**src/rtl/cs0_cfg.svh**
```systemverilog
// Constants of the space-0 external bus sequencer: register indices,
// field positions, reset values and master numbers.
// Assumes it is included by bare name from files under rtl/ and from the bench files.
`ifndef CS0_CFG_SVH
`define CS0_CFG_SVH

// ==========================================================================
// Register indices on the plain register port
`define REG_WAIT_CFG 4'h0
`define REG_IDLE_CFG 4'h1
`define REG_STATUS 4'h2

// ==========================================================================
// Field positions
`define WAIT_LSB 0
`define IW_LSB 8
`define CW_BIT 4
`define SW_BIT 0

// ==========================================================================
// Reset values and reserved bits that read as ones
`define WAIT_FIELD_RST 4'hf
`define RW_IDLE_RST 2'h3
`define CONT_IDLE_RST 1'b1
`define ASSERT_EXT_RST 1'b1
`define WCFG_RSVD 16'hfff0
`define ICFG_RSVD 16'hfcee

// ==========================================================================
// Internal master numbers and idle counter ceiling
`define MST_CPU 2'h0
`define MST_XFER 2'h1
`define MST_TRACE 2'h2
`define IDLE_SAT 3'h4

`endif

```
**src/rtl/cs0_pkg.sv**
```systemverilog
// Types shared by the space-0 external bus sequencer.
// Assumes nothing beyond a SystemVerilog compiler.
package cs0_pkg;

  // ========================================================================
  // Sequencer states
  typedef enum logic [2:0] {
    st_idle,
    st_lead,
    st_t1,
    st_tw,
    st_t2,
    st_trail,
    st_released,
    st_rejoin
  } seq_state_t;

endpackage

```
**src/rtl/bus_priority_arbiter.sv**
```systemverilog
// Fixed-priority selection of the external bus owner.
// Assumes requests are synchronous levels on the system clock.
`timescale 1ns/1ps
`default_nettype none
`include "cs0_cfg.svh"

module bus_priority_arbiter #(
  parameter bit TRACE_PRESENT = 1'b1
) (
  input wire logic ext_req,
  input wire logic [2:0] mst_req,
  output logic ext_win,
  output logic mst_win,
  output logic [1:0] mst_idx
);

  // ========================================================================
  // Priority decode
  wire logic trace_req;
  assign trace_req = mst_req[`MST_TRACE] & TRACE_PRESENT; // RL17
  assign ext_win = ext_req; // RL15
  assign mst_win = trace_req | mst_req[`MST_XFER] | mst_req[`MST_CPU];
  assign mst_idx = trace_req ? `MST_TRACE :
                   mst_req[`MST_XFER] ? `MST_XFER : `MST_CPU; // RL15

endmodule // bus_priority_arbiter

`default_nettype wire

```
**src/rtl/cs0_config_regs.sv**
```systemverilog
// Wait and idle configuration registers with a status read port.
// Assumes one-cycle strobes; read data stand only in the next cycle.
`timescale 1ns/1ps
`default_nettype none
`include "cs0_cfg.svh"

module cs0_config_regs (
  input wire logic clk,
  input wire logic nrst,
  input wire logic [3:0] reg_addr,
  input wire logic [15:0] reg_wdata,
  input wire logic reg_wr,
  input wire logic reg_rd,
  input wire logic [15:0] status,
  output logic [15:0] reg_rdata,
  output logic [3:0] wait_count,
  output logic [1:0] rw_idle,
  output logic cont_idle,
  output logic assert_ext
);

  // ========================================================================
  // Decode
  wire logic wr_wait;
  wire logic wr_idle;
  wire logic [15:0] wait_word;
  wire logic [15:0] idle_word;
  wire logic [15:0] rd_word;
  assign wr_wait = reg_wr & (reg_addr == `REG_WAIT_CFG);
  assign wr_idle = reg_wr & (reg_addr == `REG_IDLE_CFG);
  assign wait_word = `WCFG_RSVD | {12'h000, wait_count}; // RL2
  assign idle_word = `ICFG_RSVD | {6'h00, rw_idle, 3'h0, cont_idle,
                                   3'h0, assert_ext};
  assign rd_word = (reg_addr == `REG_WAIT_CFG) ? wait_word :
                   (reg_addr == `REG_IDLE_CFG) ? idle_word :
                   (reg_addr == `REG_STATUS) ? status : 16'h0000;

  // ========================================================================
  // Storage
  always_ff @(posedge clk or negedge nrst) begin
    if (!nrst) begin
      wait_count <= `WAIT_FIELD_RST;
    end else if (wr_wait) begin
      wait_count <= reg_wdata[`WAIT_LSB +: 4]; // RL1
    end
  end

  always_ff @(posedge clk or negedge nrst) begin
    if (!nrst) begin
      rw_idle <= `RW_IDLE_RST;
      cont_idle <= `CONT_IDLE_RST;
      assert_ext <= `ASSERT_EXT_RST;
    end else if (wr_idle) begin
      rw_idle <= reg_wdata[`IW_LSB +: 2]; // RL18
      cont_idle <= reg_wdata[`CW_BIT]; // RL19
      assert_ext <= reg_wdata[`SW_BIT]; // RL20
    end
  end

  always_ff @(posedge clk or negedge nrst) begin
    if (!nrst) begin
      reg_rdata <= 16'h0000;
    end else begin
      reg_rdata <= reg_rd ? rd_word : 16'h0000;
    end
  end

endmodule // cs0_config_regs

`default_nettype wire

```
**src/rtl/external_cs0_bus_timing.sv**
```systemverilog
// Space-0 external bus sequencer with wait, idle and release control.
// Assumes all inputs are synchronous to clk; pins are resolved outside.
`timescale 1ns/1ps
`default_nettype none
`include "cs0_cfg.svh"

// How it works
// RL1 - Four-bit wait field gives 0..15 waits; zero disables the stall input.
// RL2 - Wait register bits 15..4 read as ones; software writes ones.
// RL3 - Without waits or extension an access takes exactly two states.
// RL4 - Reads capture the whole eight-bit data bus while read strobe asserted.
// RL5 - Writes assert the low-byte write strobe for data bits 7..0.
// RL6 - Software wait states sit between first and second basic states.
// RL7 - Stall input sampled one edge before last wait moves to second state.
// RL8 - Software using stall sets one wait with extension, two otherwise.
// RL9 - Extension adds leading and trailing states with only chip select.
// RL10 - With extension, write data stays driven through the trailing state.
// RL11 - Write after read gets read-to-write idle cycles, only the shortfall.
// RL12 - Back-to-back accesses get continuous idle, negating chip select once.
// RL13 - Write after read uses larger of read-write and continuous idle.
// RL14 - No continuous idle is inserted when idle cycles already exist.
// RL15 - Priority: external requester, trace master, transfer unit, processor.
// RL16 - External master requests by low request; device acknowledges low.
// RL17 - Three internal masters; the trace master exists on one variant.
// RL18 - Two-bit read-to-write idle field means zero to three idle cycles.
// RL19 - Continuous idle bit means none when clear, one when set.
// RL20 - Extension bit set adds one cycle before and after each access.
// RL21 - While acknowledged all bus pins float; drive resumes after negation.
// RL22 - Target holds stall low at sampling edge; each adds one wait.
module external_cs0_bus_timing #(
  parameter int AW = 16,
  parameter int DW = 8,
  parameter bit TRACE_PRESENT = 1'b1
) (
  input wire logic clk,
  input wire logic nrst,
  input wire logic [3:0] reg_addr,
  input wire logic [15:0] reg_wdata,
  input wire logic reg_wr,
  input wire logic reg_rd,
  output logic [15:0] reg_rdata,
  input wire logic [2:0] mst_req,
  input wire logic [2:0] mst_we,
  input wire logic [3*AW-1:0] mst_addr,
  input wire logic [3*DW-1:0] mst_wdata,
  output var logic [2:0] mst_ack,
  output var logic [2:0] mst_done,
  output var logic [DW-1:0] mst_rdata,
  output var logic [AW-1:0] ext_addr,
  output var logic chip_select_space0_n,
  output var logic read_strobe_n,
  output var logic low_byte_write_strobe_n,
  output var logic pins_oe_n,
  input wire logic [DW-1:0] data_in,
  output var logic [DW-1:0] data_out,
  output var logic data_oe_n,
  input wire logic stall_n,
  input wire logic bus_request_n,
  output var logic bus_ack_n
);

  // ========================================================================
  // Helpers
  function automatic logic [1:0] max2(input logic [1:0] a,
                                      input logic [1:0] b);
    max2 = (a > b) ? a : b;
  endfunction

  function automatic logic [2:0] onehot3(input logic [1:0] idx);
    onehot3 = 3'h1 << idx;
  endfunction

  function automatic logic in_strobe(input cs0_pkg::seq_state_t s);
    in_strobe = (s == cs0_pkg::st_t1) || (s == cs0_pkg::st_tw) ||
                (s == cs0_pkg::st_t2);
  endfunction

  // ========================================================================
  // Configuration registers
  wire logic [3:0] wait_count;
  wire logic [1:0] rw_idle;
  wire logic cont_idle;
  wire logic assert_ext;
  wire logic [15:0] status;

  cs0_config_regs u_regs (
    .clk(clk),
    .nrst(nrst),
    .reg_addr(reg_addr),
    .reg_wdata(reg_wdata),
    .reg_wr(reg_wr),
    .reg_rd(reg_rd),
    .status(status),
    .reg_rdata(reg_rdata),
    .wait_count(wait_count),
    .rw_idle(rw_idle),
    .cont_idle(cont_idle),
    .assert_ext(assert_ext)
  );

  // ========================================================================
  // Arbitration
  wire logic ext_win;
  wire logic mst_win;
  wire logic [1:0] pick_idx;

  bus_priority_arbiter #(
    .TRACE_PRESENT(TRACE_PRESENT)
  ) u_arb (
    .ext_req(~bus_request_n),
    .mst_req(mst_req),
    .ext_win(ext_win),
    .mst_win(mst_win),
    .mst_idx(pick_idx)
  );

  // ========================================================================
  // State
  cs0_pkg::seq_state_t state_r;
  cs0_pkg::seq_state_t state_nxt;
  logic [3:0] wcnt_r;
  logic [3:0] wcnt_nxt;
  logic stall_hold_r;
  logic stall_hold_nxt;
  logic [2:0] idle_cnt_r;
  logic [2:0] idle_cnt_nxt;
  logic prev_read_r;
  logic [1:0] cur_idx_r;
  logic cur_we_r;
  logic launch;

  // ========================================================================
  // Selection and idle-gap decode
  wire logic sel_we;
  wire logic [AW-1:0] sel_addr;
  wire logic [DW-1:0] sel_wdata;
  wire logic wait_en;
  wire logic last_read;
  wire logic [1:0] rw_need;
  wire logic [1:0] need;
  wire logic [2:0] have;
  wire logic start_ok;
  wire logic we_nxt;
  wire logic strobe_nxt;
  wire logic cs_nxt;
  wire logic drive_nxt;
  wire logic float_nxt;
  wire logic leave_t2;

  assign sel_we = mst_we[pick_idx];
  assign sel_addr = mst_addr[pick_idx*AW +: AW];
  assign sel_wdata = mst_wdata[pick_idx*DW +: DW];
  assign wait_en = (wait_count != 4'h0); // RL1

  // A read still in its second basic state is the access before the next
  // one, since its own flag is only written as that state ends.
  assign last_read = (state_r == cs0_pkg::st_t2) ? ~cur_we_r :
                     prev_read_r; // RL11
  assign rw_need = (last_read & sel_we) ? rw_idle : 2'h0; // RL11

  assign need = max2(rw_need, {1'b0, cont_idle}); // RL13 RL12
  // Idle cycles already present, counting the current one.
  assign have = (state_r == cs0_pkg::st_idle) ? idle_cnt_r + 3'h1 : 3'h0;
  // A cycle of idle already covers the one continuous idle cycle.
  assign start_ok = mst_win & ~ext_win & ({1'b0, need} <= have); // RL14 RL11
  assign we_nxt = launch ? sel_we : cur_we_r;
  assign strobe_nxt = in_strobe(state_nxt);
  assign cs_nxt = strobe_nxt || (state_nxt == cs0_pkg::st_lead) ||
                  (state_nxt == cs0_pkg::st_trail); // RL9
  assign drive_nxt = (strobe_nxt & we_nxt) ||
                     ((state_nxt == cs0_pkg::st_trail) & cur_we_r); // RL10
  assign float_nxt = (state_nxt == cs0_pkg::st_released) ||
                     (state_nxt == cs0_pkg::st_rejoin); // RL21
  assign leave_t2 = (state_r == cs0_pkg::st_t2);
  assign status = {10'h000, ~bus_ack_n, cur_idx_r, state_r};

  // ========================================================================
  // Next-state logic
  always_comb begin
    state_nxt = state_r;
    wcnt_nxt = wcnt_r;
    stall_hold_nxt = stall_hold_r;
    launch = 1'b0;
    case (state_r)
      cs0_pkg::st_idle: begin
        if (ext_win) begin
          state_nxt = cs0_pkg::st_released; // RL16
        end else if (start_ok) begin
          launch = 1'b1;
        end
      end
      cs0_pkg::st_lead: begin
        state_nxt = cs0_pkg::st_t1; // RL9
      end
      cs0_pkg::st_t1: begin
        state_nxt = wait_en ? cs0_pkg::st_tw : cs0_pkg::st_t2; // RL3 RL6
        if (wait_count == 4'h1) begin
          stall_hold_nxt = ~stall_n; // RL7 RL8
        end
      end
      cs0_pkg::st_tw: begin
        if (wcnt_r == 4'h1) begin
          if (stall_hold_r) begin
            stall_hold_nxt = ~stall_n; // RL22
          end else begin
            state_nxt = cs0_pkg::st_t2; // RL6
          end
        end else begin
          wcnt_nxt = wcnt_r - 4'h1;
          if (wcnt_r == 4'h2) begin
            stall_hold_nxt = ~stall_n; // RL7
          end
        end
      end
      cs0_pkg::st_t2: begin
        if (assert_ext) begin
          state_nxt = cs0_pkg::st_trail; // RL9 RL20
        end else if (start_ok) begin
          launch = 1'b1; // RL3
        end else begin
          state_nxt = cs0_pkg::st_idle;
        end
      end
      cs0_pkg::st_trail: begin
        if (start_ok) begin
          launch = 1'b1;
        end else begin
          state_nxt = cs0_pkg::st_idle;
        end
      end
      cs0_pkg::st_released: begin
        if (bus_request_n) begin
          state_nxt = cs0_pkg::st_rejoin; // RL16 RL21
        end
      end
      cs0_pkg::st_rejoin: begin
        state_nxt = cs0_pkg::st_idle; // RL21
      end
      default: begin
        state_nxt = cs0_pkg::st_idle;
      end
    endcase
    if (launch) begin
      state_nxt = assert_ext ? cs0_pkg::st_lead : cs0_pkg::st_t1; // RL20
      wcnt_nxt = wait_count; // RL6
      stall_hold_nxt = 1'b0;
    end
  end

  // Counts completed idle cycles, saturating above any possible need.
  assign idle_cnt_nxt = (state_r != cs0_pkg::st_idle) ? 3'h0 :
                        (idle_cnt_r == `IDLE_SAT) ? idle_cnt_r :
                        idle_cnt_r + 3'h1;

  // ========================================================================
  // Sequencer registers
  always_ff @(posedge clk or negedge nrst) begin
    if (!nrst) begin
      state_r <= cs0_pkg::st_idle;
      wcnt_r <= 4'h0;
      stall_hold_r <= 1'b0;
      idle_cnt_r <= 3'h0;
    end else begin
      state_r <= state_nxt;
      wcnt_r <= wcnt_nxt;
      stall_hold_r <= stall_hold_nxt;
      idle_cnt_r <= idle_cnt_nxt;
    end
  end

  always_ff @(posedge clk or negedge nrst) begin
    if (!nrst) begin
      cur_idx_r <= `MST_CPU;
      cur_we_r <= 1'b0;
      ext_addr <= '0;
      data_out <= '0;
    end else if (launch) begin
      cur_idx_r <= pick_idx;
      cur_we_r <= sel_we;
      ext_addr <= sel_addr;
      data_out <= sel_wdata;
    end
  end

  always_ff @(posedge clk or negedge nrst) begin
    if (!nrst) begin
      prev_read_r <= 1'b0;
    end else if (leave_t2) begin
      prev_read_r <= ~cur_we_r; // RL11
    end
  end

  // ========================================================================
  // Master handshake
  always_ff @(posedge clk or negedge nrst) begin
    if (!nrst) begin
      mst_ack <= 3'h0;
      mst_done <= 3'h0;
    end else begin
      mst_ack <= launch ? onehot3(pick_idx) : 3'h0;
      mst_done <= leave_t2 ? onehot3(cur_idx_r) : 3'h0;
    end
  end

  always_ff @(posedge clk or negedge nrst) begin
    if (!nrst) begin
      mst_rdata <= '0;
    end else if (leave_t2 & ~cur_we_r) begin
      mst_rdata <= data_in; // RL4
    end
  end

  // ========================================================================
  // Pins
  always_ff @(posedge clk or negedge nrst) begin
    if (!nrst) begin
      chip_select_space0_n <= 1'b1;
      read_strobe_n <= 1'b1;
      low_byte_write_strobe_n <= 1'b1;
    end else begin
      chip_select_space0_n <= ~cs_nxt; // RL12
      read_strobe_n <= ~(strobe_nxt & ~we_nxt); // RL4 RL9
      low_byte_write_strobe_n <= ~(strobe_nxt & we_nxt); // RL5 RL9
    end
  end

  always_ff @(posedge clk or negedge nrst) begin
    if (!nrst) begin
      pins_oe_n <= 1'b0;
      data_oe_n <= 1'b1;
      bus_ack_n <= 1'b1;
    end else begin
      pins_oe_n <= float_nxt; // RL21
      data_oe_n <= ~drive_nxt; // RL10
      bus_ack_n <= ~(state_nxt == cs0_pkg::st_released); // RL16
    end
  end

endmodule // external_cs0_bus_timing

`default_nettype wire

```
**config.mk**
```make
export PLATFORM = sky130hd
export DESIGN_NAME = external_cs0_bus_timing
export DESIGN_NICKNAME = d
export VERILOG_FILES = /design/src/rtl/cs0_pkg.sv /design/src/rtl/bus_priority_arbiter.sv /design/src/rtl/cs0_config_regs.sv /design/src/rtl/external_cs0_bus_timing.sv
export VERILOG_INCLUDE_DIRS = /design/src /design/src/rtl
export SDC_FILE = /design/constraint.sdc
export NUM_CORES = 1
export LEC_CHECK = 0
export BUFFER_PORTS_ARGS = -buffer_cell sky130_fd_sc_hd__buf_2
export CAP_MARGIN = 20
export CORE_ASPECT_RATIO = 0.7
export CORE_UTILIZATION = 26
export CTS_BUF_LIST = sky130_fd_sc_hd__clkbuf_2 sky130_fd_sc_hd__clkbuf_4 sky130_fd_sc_hd__clkbuf_8
export DETAILED_ROUTE_END_ITERATION = 8
export PLACE_DENSITY = 0.56
export SETUP_SLACK_MARGIN = 0.1
export SLEW_MARGIN = 20
export SYNTH_ARGS = -nofsm -noshare
export SYNTH_HDL_FRONTEND = slang
export SYNTH_HIERARCHICAL = 1
export SYNTH_SLANG_ARGS = --single-unit
export TNS_END_PERCENT = 1
```
**constraint.sdc**
```tcl
create_clock -name clk -period 7.8 [get_ports clk]
set_input_delay 0.78 -clock clk [delete_from_list [all_inputs] [get_ports clk]]
set_output_delay 0.78 -clock clk [all_outputs]
set_load 0.02 [all_outputs]
```
### Word level (Yosys, flattened, before mapping)

Index checks and enable logic that the tools add are counted.

| cells by class | value |
|---|---|
| shift-type cells | 4 |
| bitwise gates (word level) | 20 |
| $add $sub $neg | 2 |
| magnitude comparators | 3 |
| reduce and logical (&&, ||, !) cells | 14 |
| divide/modulo/power cells | 0 |
| $mul | 0 |
| eq/ne operators | 24 |
| mux-type cells | 40 |

Operator list:

| operator | number |
|---|---|
| 16-bit 2-to-1 mux | 3 |
| 48-bit by 7-bit indexed part select with 16-bit output | 1 |
| 3-bit 2-to-1 mux | 13 |
| 3-bit equality test (second input constant) | 9 |
| 3-bit case mux with 8 select lines | 1 |
| 24-bit by 6-bit indexed part select with 8-bit output | 1 |
| 3-bit by 2-bit equality test with 1-bit output (second input constant) | 4 |
| 4-bit by 1-bit equality test with 1-bit output (second input constant) | 3 |
| 1-bit 2-to-1 mux | 12 |
| 4-bit 2-to-1 mux | 3 |
| 1-bit AND | 9 |
| 1-bit NOT | 9 |
| 4-bit by 2-bit equality test with 1-bit output (second input constant) | 2 |
| 2-bit 2-to-1 mux | 4 |
| 3-bit by 1-bit equality test with 1-bit output (second input constant) | 2 |
| 1-bit logical OR | 6 |
| 6-bit 2-to-1 mux | 1 |
| 3-bit nonzero test | 2 |
| 1-bit by 2-bit left shift with 3-bit output (first input constant) | 2 |
| 4-bit logical NOT | 1 |
| 2-bit != test (second input constant) | 2 |
| 4-bit != test (second input constant) | 1 |
| 4-bit nonzero test | 1 |
| 4-bit by 1-bit subtractor with 4-bit output (second input constant) | 1 |
| 13 further kinds | 14 |

| word-level totals | value |
|---|---|
| memories kept | 0 |
| bits in read-only memories | 0 |
| latch bits | 0 |
| memory bits (writable) | 0 |
| output and inout bits | 60 |
| word-level logic and storage cells | 130 |
| bits in registers | 83 |

### Depth between registers and ports, before layout

Gate-level depths: netlist (run 1).

| depth | value |
|---|---|
| depth in word-level cells | 20 |
| depth in mapped cells | 19 |
| mapped depth without buffers | 16 |

### Hierarchy

Netlist (run 1), hierarchy kept.

By module, submodules not included:

| module | instances | cells each | area an instance (µm²) |
|---|---|---|---|
| external_cs0_bus_timing | 1 | 330 | 3,128.0 |
| cs0_config_regs | 1 | 84 | 1,052.3 |
| bus_priority_arbiter | 1 | 4 | 27.5 |

### Worst setup path before layout (run 1)

Ideal clock, no wire load.

| path | value |
|---|---|
| path kind | in2reg |
| start | input mst_req[1] |
| end | register data_out[5] |
| setup time | 134 ps |
| stages on the path | 19 |
| buffers on the path | 4 |
| setup slack | 3,830 ps |
| data required time | 7,666 ps |
| arrival time | 3,836 ps |
| path through | nor2b_1 > clkbuf_1 > nor2b_1 > clkbuf_1 > a21oi_1 > nor2b_1 > nand2_1 > ha_1 > nor2_1 > nor2_1 > o22a_1 > ha_1 > nand2_1 > o221ai_2 > or4b_4 > buf_6 > clkbuf_1 > nand2_1 > o21ai_0 |

| on the way | value |
|---|---|
| word-level cells in the longest chain between the ends | 13 |

RTL lines:

| what | RTL line | text |
|---|---|---|
| from (decl) | external_cs0_bus_timing.sv:42 | `input wire logic [2:0] mst_req,` |
| 1-bit 2-to-1 mux (no source line) | n/a |  |
| 2-bit 2-to-1 mux (no source line) | n/a |  |
| 1-bit binary-select mux with 2-bit select | external_cs0_bus_timing.sv:150 | `assign sel_we = mst_we[pick_idx];` |
| 1-bit 2-to-1 mux (not written as such) | external_cs0_bus_timing.sv:150 |  |
| 1-bit AND | external_cs0_bus_timing.sv:159 | `assign rw_need = (last_read & sel_we) ? rw_idle : 2'h0;` |
| 2-bit 2-to-1 mux | external_cs0_bus_timing.sv:159 |  |
| 2-bit by 1-bit > comparator with 1-bit output | external_cs0_bus_timing.sv:66 | `max2 = (a > b) ? a : b;` |
| 2-bit 2-to-1 mux | external_cs0_bus_timing.sv:66 |  |
| 2-bit by 3-bit <= comparator with 1-bit output | external_cs0_bus_timing.sv:165 | `assign start_ok = mst_win & ~ext_win & ({1'b0, need} <= have);` |
| 1-bit AND | external_cs0_bus_timing.sv:165 |  |
| 1-bit 2-to-1 mux | external_cs0_bus_timing.sv:188, external_cs0_bus_timing.sv:218, external_cs0_bus_timing.sv:225 |  |
| 1-bit 2-to-1 mux (on tied branches) | external_cs0_bus_timing.sv:216, external_cs0_bus_timing.sv:186 |  |
| 1-bit case mux with 3 select lines | external_cs0_bus_timing.sv:184 | `case (state_r)` |
| to (signal assigned) | external_cs0_bus_timing.sv:281 | `data_out <= sel_wdata;` |
| to (decl) | external_cs0_bus_timing.sv:55 | `output var logic [DW-1:0] data_out,` |

Parallel ways exist; a longest one is shown, timed or not. The select of a mux whose other input is x is not followed.
A chain may end at the register's enable or synchronous reset.

### Worst setup path after layout (run 1)

| path | value |
|---|---|
| start | input mst_req[2] |
| end | register read_strobe_n |

RTL lines:

| what | RTL line | text |
|---|---|---|
| 2-bit 2-to-1 mux (no source line) (*) | n/a |  |
| named net pick_idx[0] | external_cs0_bus_timing.sv:105 | `wire logic [1:0] pick_idx;` |
| 1-bit binary-select mux with 2-bit select (*) | external_cs0_bus_timing.sv:150 |  |
| 1-bit 2-to-1 mux (not written as such) (*) | external_cs0_bus_timing.sv:150 |  |
| 1-bit AND | external_cs0_bus_timing.sv:159 |  |
| 2-bit 2-to-1 mux | external_cs0_bus_timing.sv:159 |  |
| 2-bit by 1-bit > comparator with 1-bit output | external_cs0_bus_timing.sv:66 |  |
| 2-bit 2-to-1 mux | external_cs0_bus_timing.sv:66 |  |
| [2 not listed] | n/a |  |
| 1-bit 2-to-1 mux | external_cs0_bus_timing.sv:188, external_cs0_bus_timing.sv:218, external_cs0_bus_timing.sv:225 |  |
| 1-bit 2-to-1 mux (on tied branches) | external_cs0_bus_timing.sv:216, external_cs0_bus_timing.sv:186 |  |
| 1-bit case mux with 3 select lines | external_cs0_bus_timing.sv:184 |  |
| 1-bit 2-to-1 mux (*) | n/a |  |
| named net we_nxt | external_cs0_bus_timing.sv:143 | `wire logic we_nxt;` |
| 1-bit NOT (*) | external_cs0_bus_timing.sv:322 | `read_strobe_n <= ~(strobe_nxt & ~we_nxt);` |
| 1-bit AND (*) | external_cs0_bus_timing.sv:322 |  |
| 1-bit NOT (*) | external_cs0_bus_timing.sv:322 |  |
| to (signal assigned) | external_cs0_bus_timing.sv:322 |  |
| to (decl) | external_cs0_bus_timing.sv:51 | `output var logic read_strobe_n,` |

The timed path passes the listed nets; every way through them passes the cells marked *. The select of a mux whose other input is x is not followed.

==> impl_results.md, run 1 <==
* CP startpoint kind: primary input
* Cells after synthesis at 418
* Clk Latency, worst-skew pair at 0.37 ns
* Post-route ant nets at 0
* # rows at 38
* 1st-iter DRT viols at 111
* Fmax at 0.197 GHz
* Ratio of cells with drive above 1 in the final layout at 0.393
* Tmin final at 5.07 ns
* Top cells by count, synth: dfrtp_1 (70), nand2_1 (44), a21oi_1 (41)
* Slew Viols, Final at 0
* Synth warnings at 6
* Required time of the critical path at 8.10 ns
* Die area at 16700 sq um
* Mean Syn Cell Area at 10.1 sq um
* Slew @ Worst Pin at 1.01 ns
* Nets at 697
* PostCTS Resize Cnt at 0
* Vias/cell at 4.52
* Initial Util at 0.269
* Fin. Hold Viols at 0
* Sink Count at 83
* Vias at 3534
* Tcrit/Tclk final at 0.650
* First-pass GRT wire length at 17.6 mm
* Clock skew at 0.00724 ns
* Total GRT Usage at 0.137
* Total CTS buffers at 9
* Chip Width at 154 microns
* Cell taking the most area after synthesis: dfrtp_1
* Post-synth EDFFs at 0
* Hold-fix buffers at CTS at 0
* Vias in the first global route at 3576
* Setup CP Type: primary input to flip-flop
* Worst hold path class: primary input to asynchronous set/reset pin
* Final TNS setup at 0 ns
* Area grow syn2layout at 28.0%
* Remaining Overflow, GRT at 0
* RSZ-0062 raised after global routing: no
* # setup viols final at 0
* Status: completed
* Drt total wl at 10.9 mm
* Seq/Total Area, Yosys at 0.497
* DP HPWL at 7.99 mm
* Dominant cells by area after synthesis: dfrtp_1 (42%), dfstp_2 (8.1%), mux2i_1 (5.9%), a21oi_1 (4.9%), nand2_1 (3.9%)
* ANT cells at 0
* Commonest register cell after synthesis: dfrtp_1
* First-pass DRT Iterations at 4
* Die Ht at 108 microns
* I/O pins at 172
* WHS at 0.449 ns
* Filler cell count at 1590
* Distinct cell type count after synthesis at 57
* Wirelength per Cell at 14.0 microns
* Max-slew headroom at 0.325
* Max FO, Critical Path at 59
* Synth top area share at 0.416
* Peak VDD IR at 0.0919 mV
* Post-CTS Setup Bufs at 0
* Largest net degree at the start of global routing at 84
* CTS max path bufs at 2
* PD cells at 294 nW/um^2
* Clock transition at the registers of the reported paths at 0.08 ns
* Root Buffer: clkbuf_8
* Max-cap viol count at 0
* Leakage at 2.70 nW
* CP Data Arrival Time at 5.38 ns
* Crit. End Element: flip-flop
* Flops & latches, synth at 83
* CTS tree: done
* FFs w/ async S/R, synth at 1.00
* H-tree depth at 3
* Core region area at 15600 sq um
* Count leader, synth: dfrtp_1
* Post-Synthesis Cell Area at 4210 sq um
* Residual DRC count at 0
* Antenna violations before repair at 0
* RD Place Congestion at 0.755
* IO buf count at 162
per-layer routing:
metal,wire (microns),global-route usage
met5,0,0
met2,5010,0.221
met1,4810,0.167
met4,118,0.0414
met3,971,0.0597
metrics by stage:
step,total power [mW],utilization,instance area [sq um],setup slack [ns],std cells
6_report,1.58,0.344,5390,2.73,782
5_1_grt,1.71,0.344,5390,2.35,782
4_1_cts,1.61,0.344,5380,2.68,782
3_5_place_dp,1.31,0.333,5200,2.27,766
3_3_place_gp,1.29,0.333,5200,2.35,766
2_1_floorplan,1.10,-,4240,3.83,427
flip-flops by register name (all words and copies together), names as in the netlist, 4 cells and up:
name	count
data_out	8
ext_addr	16
u_regs/reg_rdata	16
mst_rdata	8
u_regs/wait_count	4
wcnt_r	4
cells by family (layout without fill, tap and decap cells):
| family | Yosys count | in the layout | synth area share |
|---|---|---|---|
| AND/OR/NAND/NOR | 146 | 146 | 0.183 |
| multiplexers | 43 | 43 | 0.111 |
| adder cells (fa/ha/maj) | 8 | 8 | 0.0238 |
| AO/OA/AOI/OAI | 96 | 96 | 0.136 |
| XOR/XNOR | 4 | 4 | 0.00833 |
| other | 1 | 10 | 0.000891 |
| flip-flops | 83 | 83 | 0.497 |
| buffers and inverters | 37 | 192 | 0.0392 |
layout by cell type (no fill, tap or decap), drive strengths merged, types with 5 or more instances in the layout:
cell,n
a21o,5
mux2,18
nor3,12
nand2b,10
nand2,44
buf,164
nor2b,16
dfstp,13
conb,10
clkbuf,11
a21oi,41
mux2i,25
inv,12
dfrtp,70
nor2,39
o21ai,32
ha,8
path summary, 6_finish.rpt:
| kind | start | end | slack (ns) | depth (start not counted) |
|---|---|---|---|---|
| setup / recovery | mst_req[2] | read_strobe_n | 2.73 | 17 |
| min in group clk | prev_read_r | prev_read_r | 0.47 | 1 |
| max in group asynchronous | nrst | mst_rdata[6] | 6.80 | 1 |
| hold reg to reg | prev_read_r | prev_read_r | 0.47 | 1 |
| hold / removal | nrst | u_regs/reg_rdata[8] | 0.45 | 1 |
| setup reg to reg | state_r[0] | read_strobe_n | 3.27 | 16 |
cell type report:
| class | count | area [sq um] | area share |
|---|---|---|---|
| clock inverter | 5 | 27.5 | 0.00511 |
| timing repair buffer | 164 | 832 | 0.154 |
| multi-input combinational | 307 | 1990 | 0.369 |
| clock buffer | 11 | 151 | 0.0281 |
| tap | 200 | 250 | 0.0464 |
| sequential | 83 | 2090 | 0.389 |
| inverter | 12 | 45.0 | 0.00836 |
power breakdown:
part	total, mW	leakage, nW	switching [mW]	internal, mW
Combinational	0.608	1.57	0.353	0.254
Clock	0.290	0.0949	0.159	0.131
Sequential	0.685	1.04	0.109	0.576
Total	1.58	2.70	0.621	0.961
critical path, cell delays in order:
cell and delay [ns]:
buf_2 0.38, nor2b_2 0.23, nor2b_2 0.83, a21oi_1 0.33, nor2b_1 0.27, nand2_1 0.10, ha_1 0.29, nor2_1 0.10
nor2_1 0.05, o22a_1 0.19, ha_1 0.27, nand2_1 0.06, o221ai_2 0.07, or4b_4 0.77, and2_1 0.29, o21bai_1 0.17
a21o_1 0.18
No activity file was read; power rests on OpenSTA's default activity.
==> inputs of run 2 (changes only) <==
- clock period: 7.8 -> 5.15 ns (I/O delays scaled with it)
==> run 2 against run 1 <==
Combinational power is 53% higher. Global-route usage hardly changed. Sequential share of layout area is 0.45 points lower. Critical endpoint unchanged. Final cell count is 0.51% higher. Final area is 1.2% higher. Critical path depth stayed put. Non-clock buffer count is 4 higher. Total power is 56% higher. Hold slack worse by 0.28 ns.
==> impl_results.md, run 2 (same netlist as run 1, synthesis figures left out) <==
* Vias/cell at 4.53 (+0.28%)
* Root Buffer: clkbuf_8
* IO buf count at 162 (unchanged)
* Die area at 16700 sq um (unchanged)
* Leakage at 2.74 nW (+1.3%)
* Post-CTS Setup Bufs at 0 (unchanged)
* DP HPWL at 8.20 mm (+2.6%)
* Crit path from: state_r[0]
* Fmax at 0.229 GHz
* Worst reg2reg path startpoint: state_r[0]
* Slew Viols, Final at 0 (unchanged)
* Final TNS setup at 0 ns (unchanged)
* Wirelength per Cell at 14.1 microns (+1.3%)
* CP startpoint kind: flip-flop
* Peak VDD IR at 0.134 mV (+46%)
* Final Util at 0.349 (+0.00408)
* Final setup margin at 0.777 ns (-1.95 ns)
* Die Ht at 108 microns (unchanged)
* Clock transition at the registers of the reported paths at 0.09 ns (about the same)
* Hold-fix buffers at CTS at 0 (unchanged)
* Total CTS buffers at 9 (unchanged)
* Tmin final at 4.37 ns
* Most common cell after layout, fill and taps aside: buf_2
* Dpl ws at 0.736 ns (-1.53 ns)
* Core region area at 15600 sq um (unchanged)
* Largest net degree at the start of global routing at 84 (unchanged)
* Required time of the critical path at 5.45 ns (-2.65 ns)
* # setup viols final at 0 (unchanged)
* Sink Count at 83 (unchanged)
* Max FO, Critical Path at 59 (unchanged)
* Area grow syn2layout at 29.6%
* Max-slew headroom at 0.475 (+0.150)
* Antenna violations before repair at 1 (+1)
* H-tree depth at 3 (unchanged)
* Worst Reg-to-Reg Cells at 17 (+1)
* Worst hold path class: primary input to asynchronous set/reset pin
* First-pass DRT Iterations at 5 (+1)
* Chip Width at 154 microns (unchanged)
* Nets at 701 (+0.57%)
* Total GRT Usage at 0.138 (+0.000332)
* Clk Latency, worst-skew pair at 0.36 ns (about the same)
* Tcrit/Tclk final at 0.849
* RSZ-0062 raised after global routing: no
* Setup CP Type: flip-flop to flip-flop
* First-pass GRT wire length at 17.9 mm (+1.8%)
* Drt total wl at 11.1 mm (+1.9%)
* Total power at 2.47 mW (+56%)
* Most frequent cells in the layout: buf_2 (161), dfrtp_1 (70), nand2_1 (44)
* ANT cells at 0 (unchanged)
* Residual DRC count at 0 (unchanged)
* CP Data Arrival Time at 4.67 ns (-0.71 ns)
* I/O pins at 172 (unchanged)
* Clock skew at 0.0188 ns (+0.0116 ns)
* Crit. End Element: flip-flop
* Slew @ Worst Pin at 0.787 ns (-0.221 ns)
* PostCTS Resize Cnt at 0 (unchanged)
* Post-route ant nets at 0 (unchanged)
* Max-cap viol count at 0 (unchanged)
* CTS tree: done
* Fin. Hold Viols at 0 (unchanged)
* RD Place Congestion at 0.768 (+1.7%)
* Biggest registers after layout: ext_addr: 16 flops, u_regs/reg_rdata: 16 flops
* 1st-iter DRT viols at 165 (+49%)
* Status: completed
* Vias in the first global route at 3537 (-1.1%)
* Ratio of cells with drive above 1 in the final layout at 0.398 (+0.00414)
* CTS max path bufs at 2 (unchanged)
* PD cells at 453 nW/um^2 (+54%)
* # rows at 38 (unchanged)
* Vias at 3562 (+0.79%)
* Initial Util at 0.269 (unchanged)
* Remaining Overflow, GRT at 0 (unchanged)
==> run 2: cell type report <==
cell class | count | area [sq um]
clock inverter | 5 | 61.3
clock buffer | 11 | 151
fill | 1607 | 10200
timing repair buffer | 168 | 862
tap | 200 | 250
inverter | 12 | 45.0
multi-input combinational | 307 | 1990
sequential | 83 | 2090
==> run 2: path summary, 6_finish.rpt <==
path	end	slack, ns
max in group asynchronous	data_out[2]	4.40
min reg2reg	prev_read_r	0.48
min	u_regs/reg_rdata[8]	0.17
max reg2reg	read_strobe_n	0.78
min in group clk	ext_addr[6]	0.37
max	read_strobe_n	0.78
==> run 2: metal layers <==
layer | track usage | part of all wire | wire, microns
met1 | 0.175 | 0.45 | 4990
met2 | 0.223 | 0.45 | 5030
met3 | 0.0517 | 0.088 | 978
met4 | 0.0314 | 0.010 | 112
met5 | 0 | 0 | 0
==> run 2: worst max-delay path, stage by stage, from the launching register on <==
cell and delay, ns:
dfrtp_1 0.54, or3b_2 0.61, nor2_2 0.11, buf_4 0.18, a21o_1 0.11, nor2b_1 0.19, nand2_1 0.10, ha_1 0.29
nor2_1 0.12, nor2_1 0.05, o22a_1 0.19, ha_1 0.26, nand2_1 0.05, o221ai_2 0.08, or4b_4 0.77, and2_1 0.30
o21bai_1 0.17, a21o_1 0.18
==> run 2: report_power, final <==
part           switching (mW)  leakage [nW]  total [mW]  internal [mW]
registers               0.158          1.04        1.03          0.873
logic                   0.543          1.59       0.932          0.389
clock network           0.257         0.109       0.509          0.253
==> run 2: stage by stage <==
step,instances,cell area (sq um),hold WS (ns)
floorplan,427,4240,0.219
global placement,770,5240,0.455
detailed placement,770,5240,0.461
CTS,786,5450,0.337
global route,786,5450,0.236
finish,786,5450,0.171
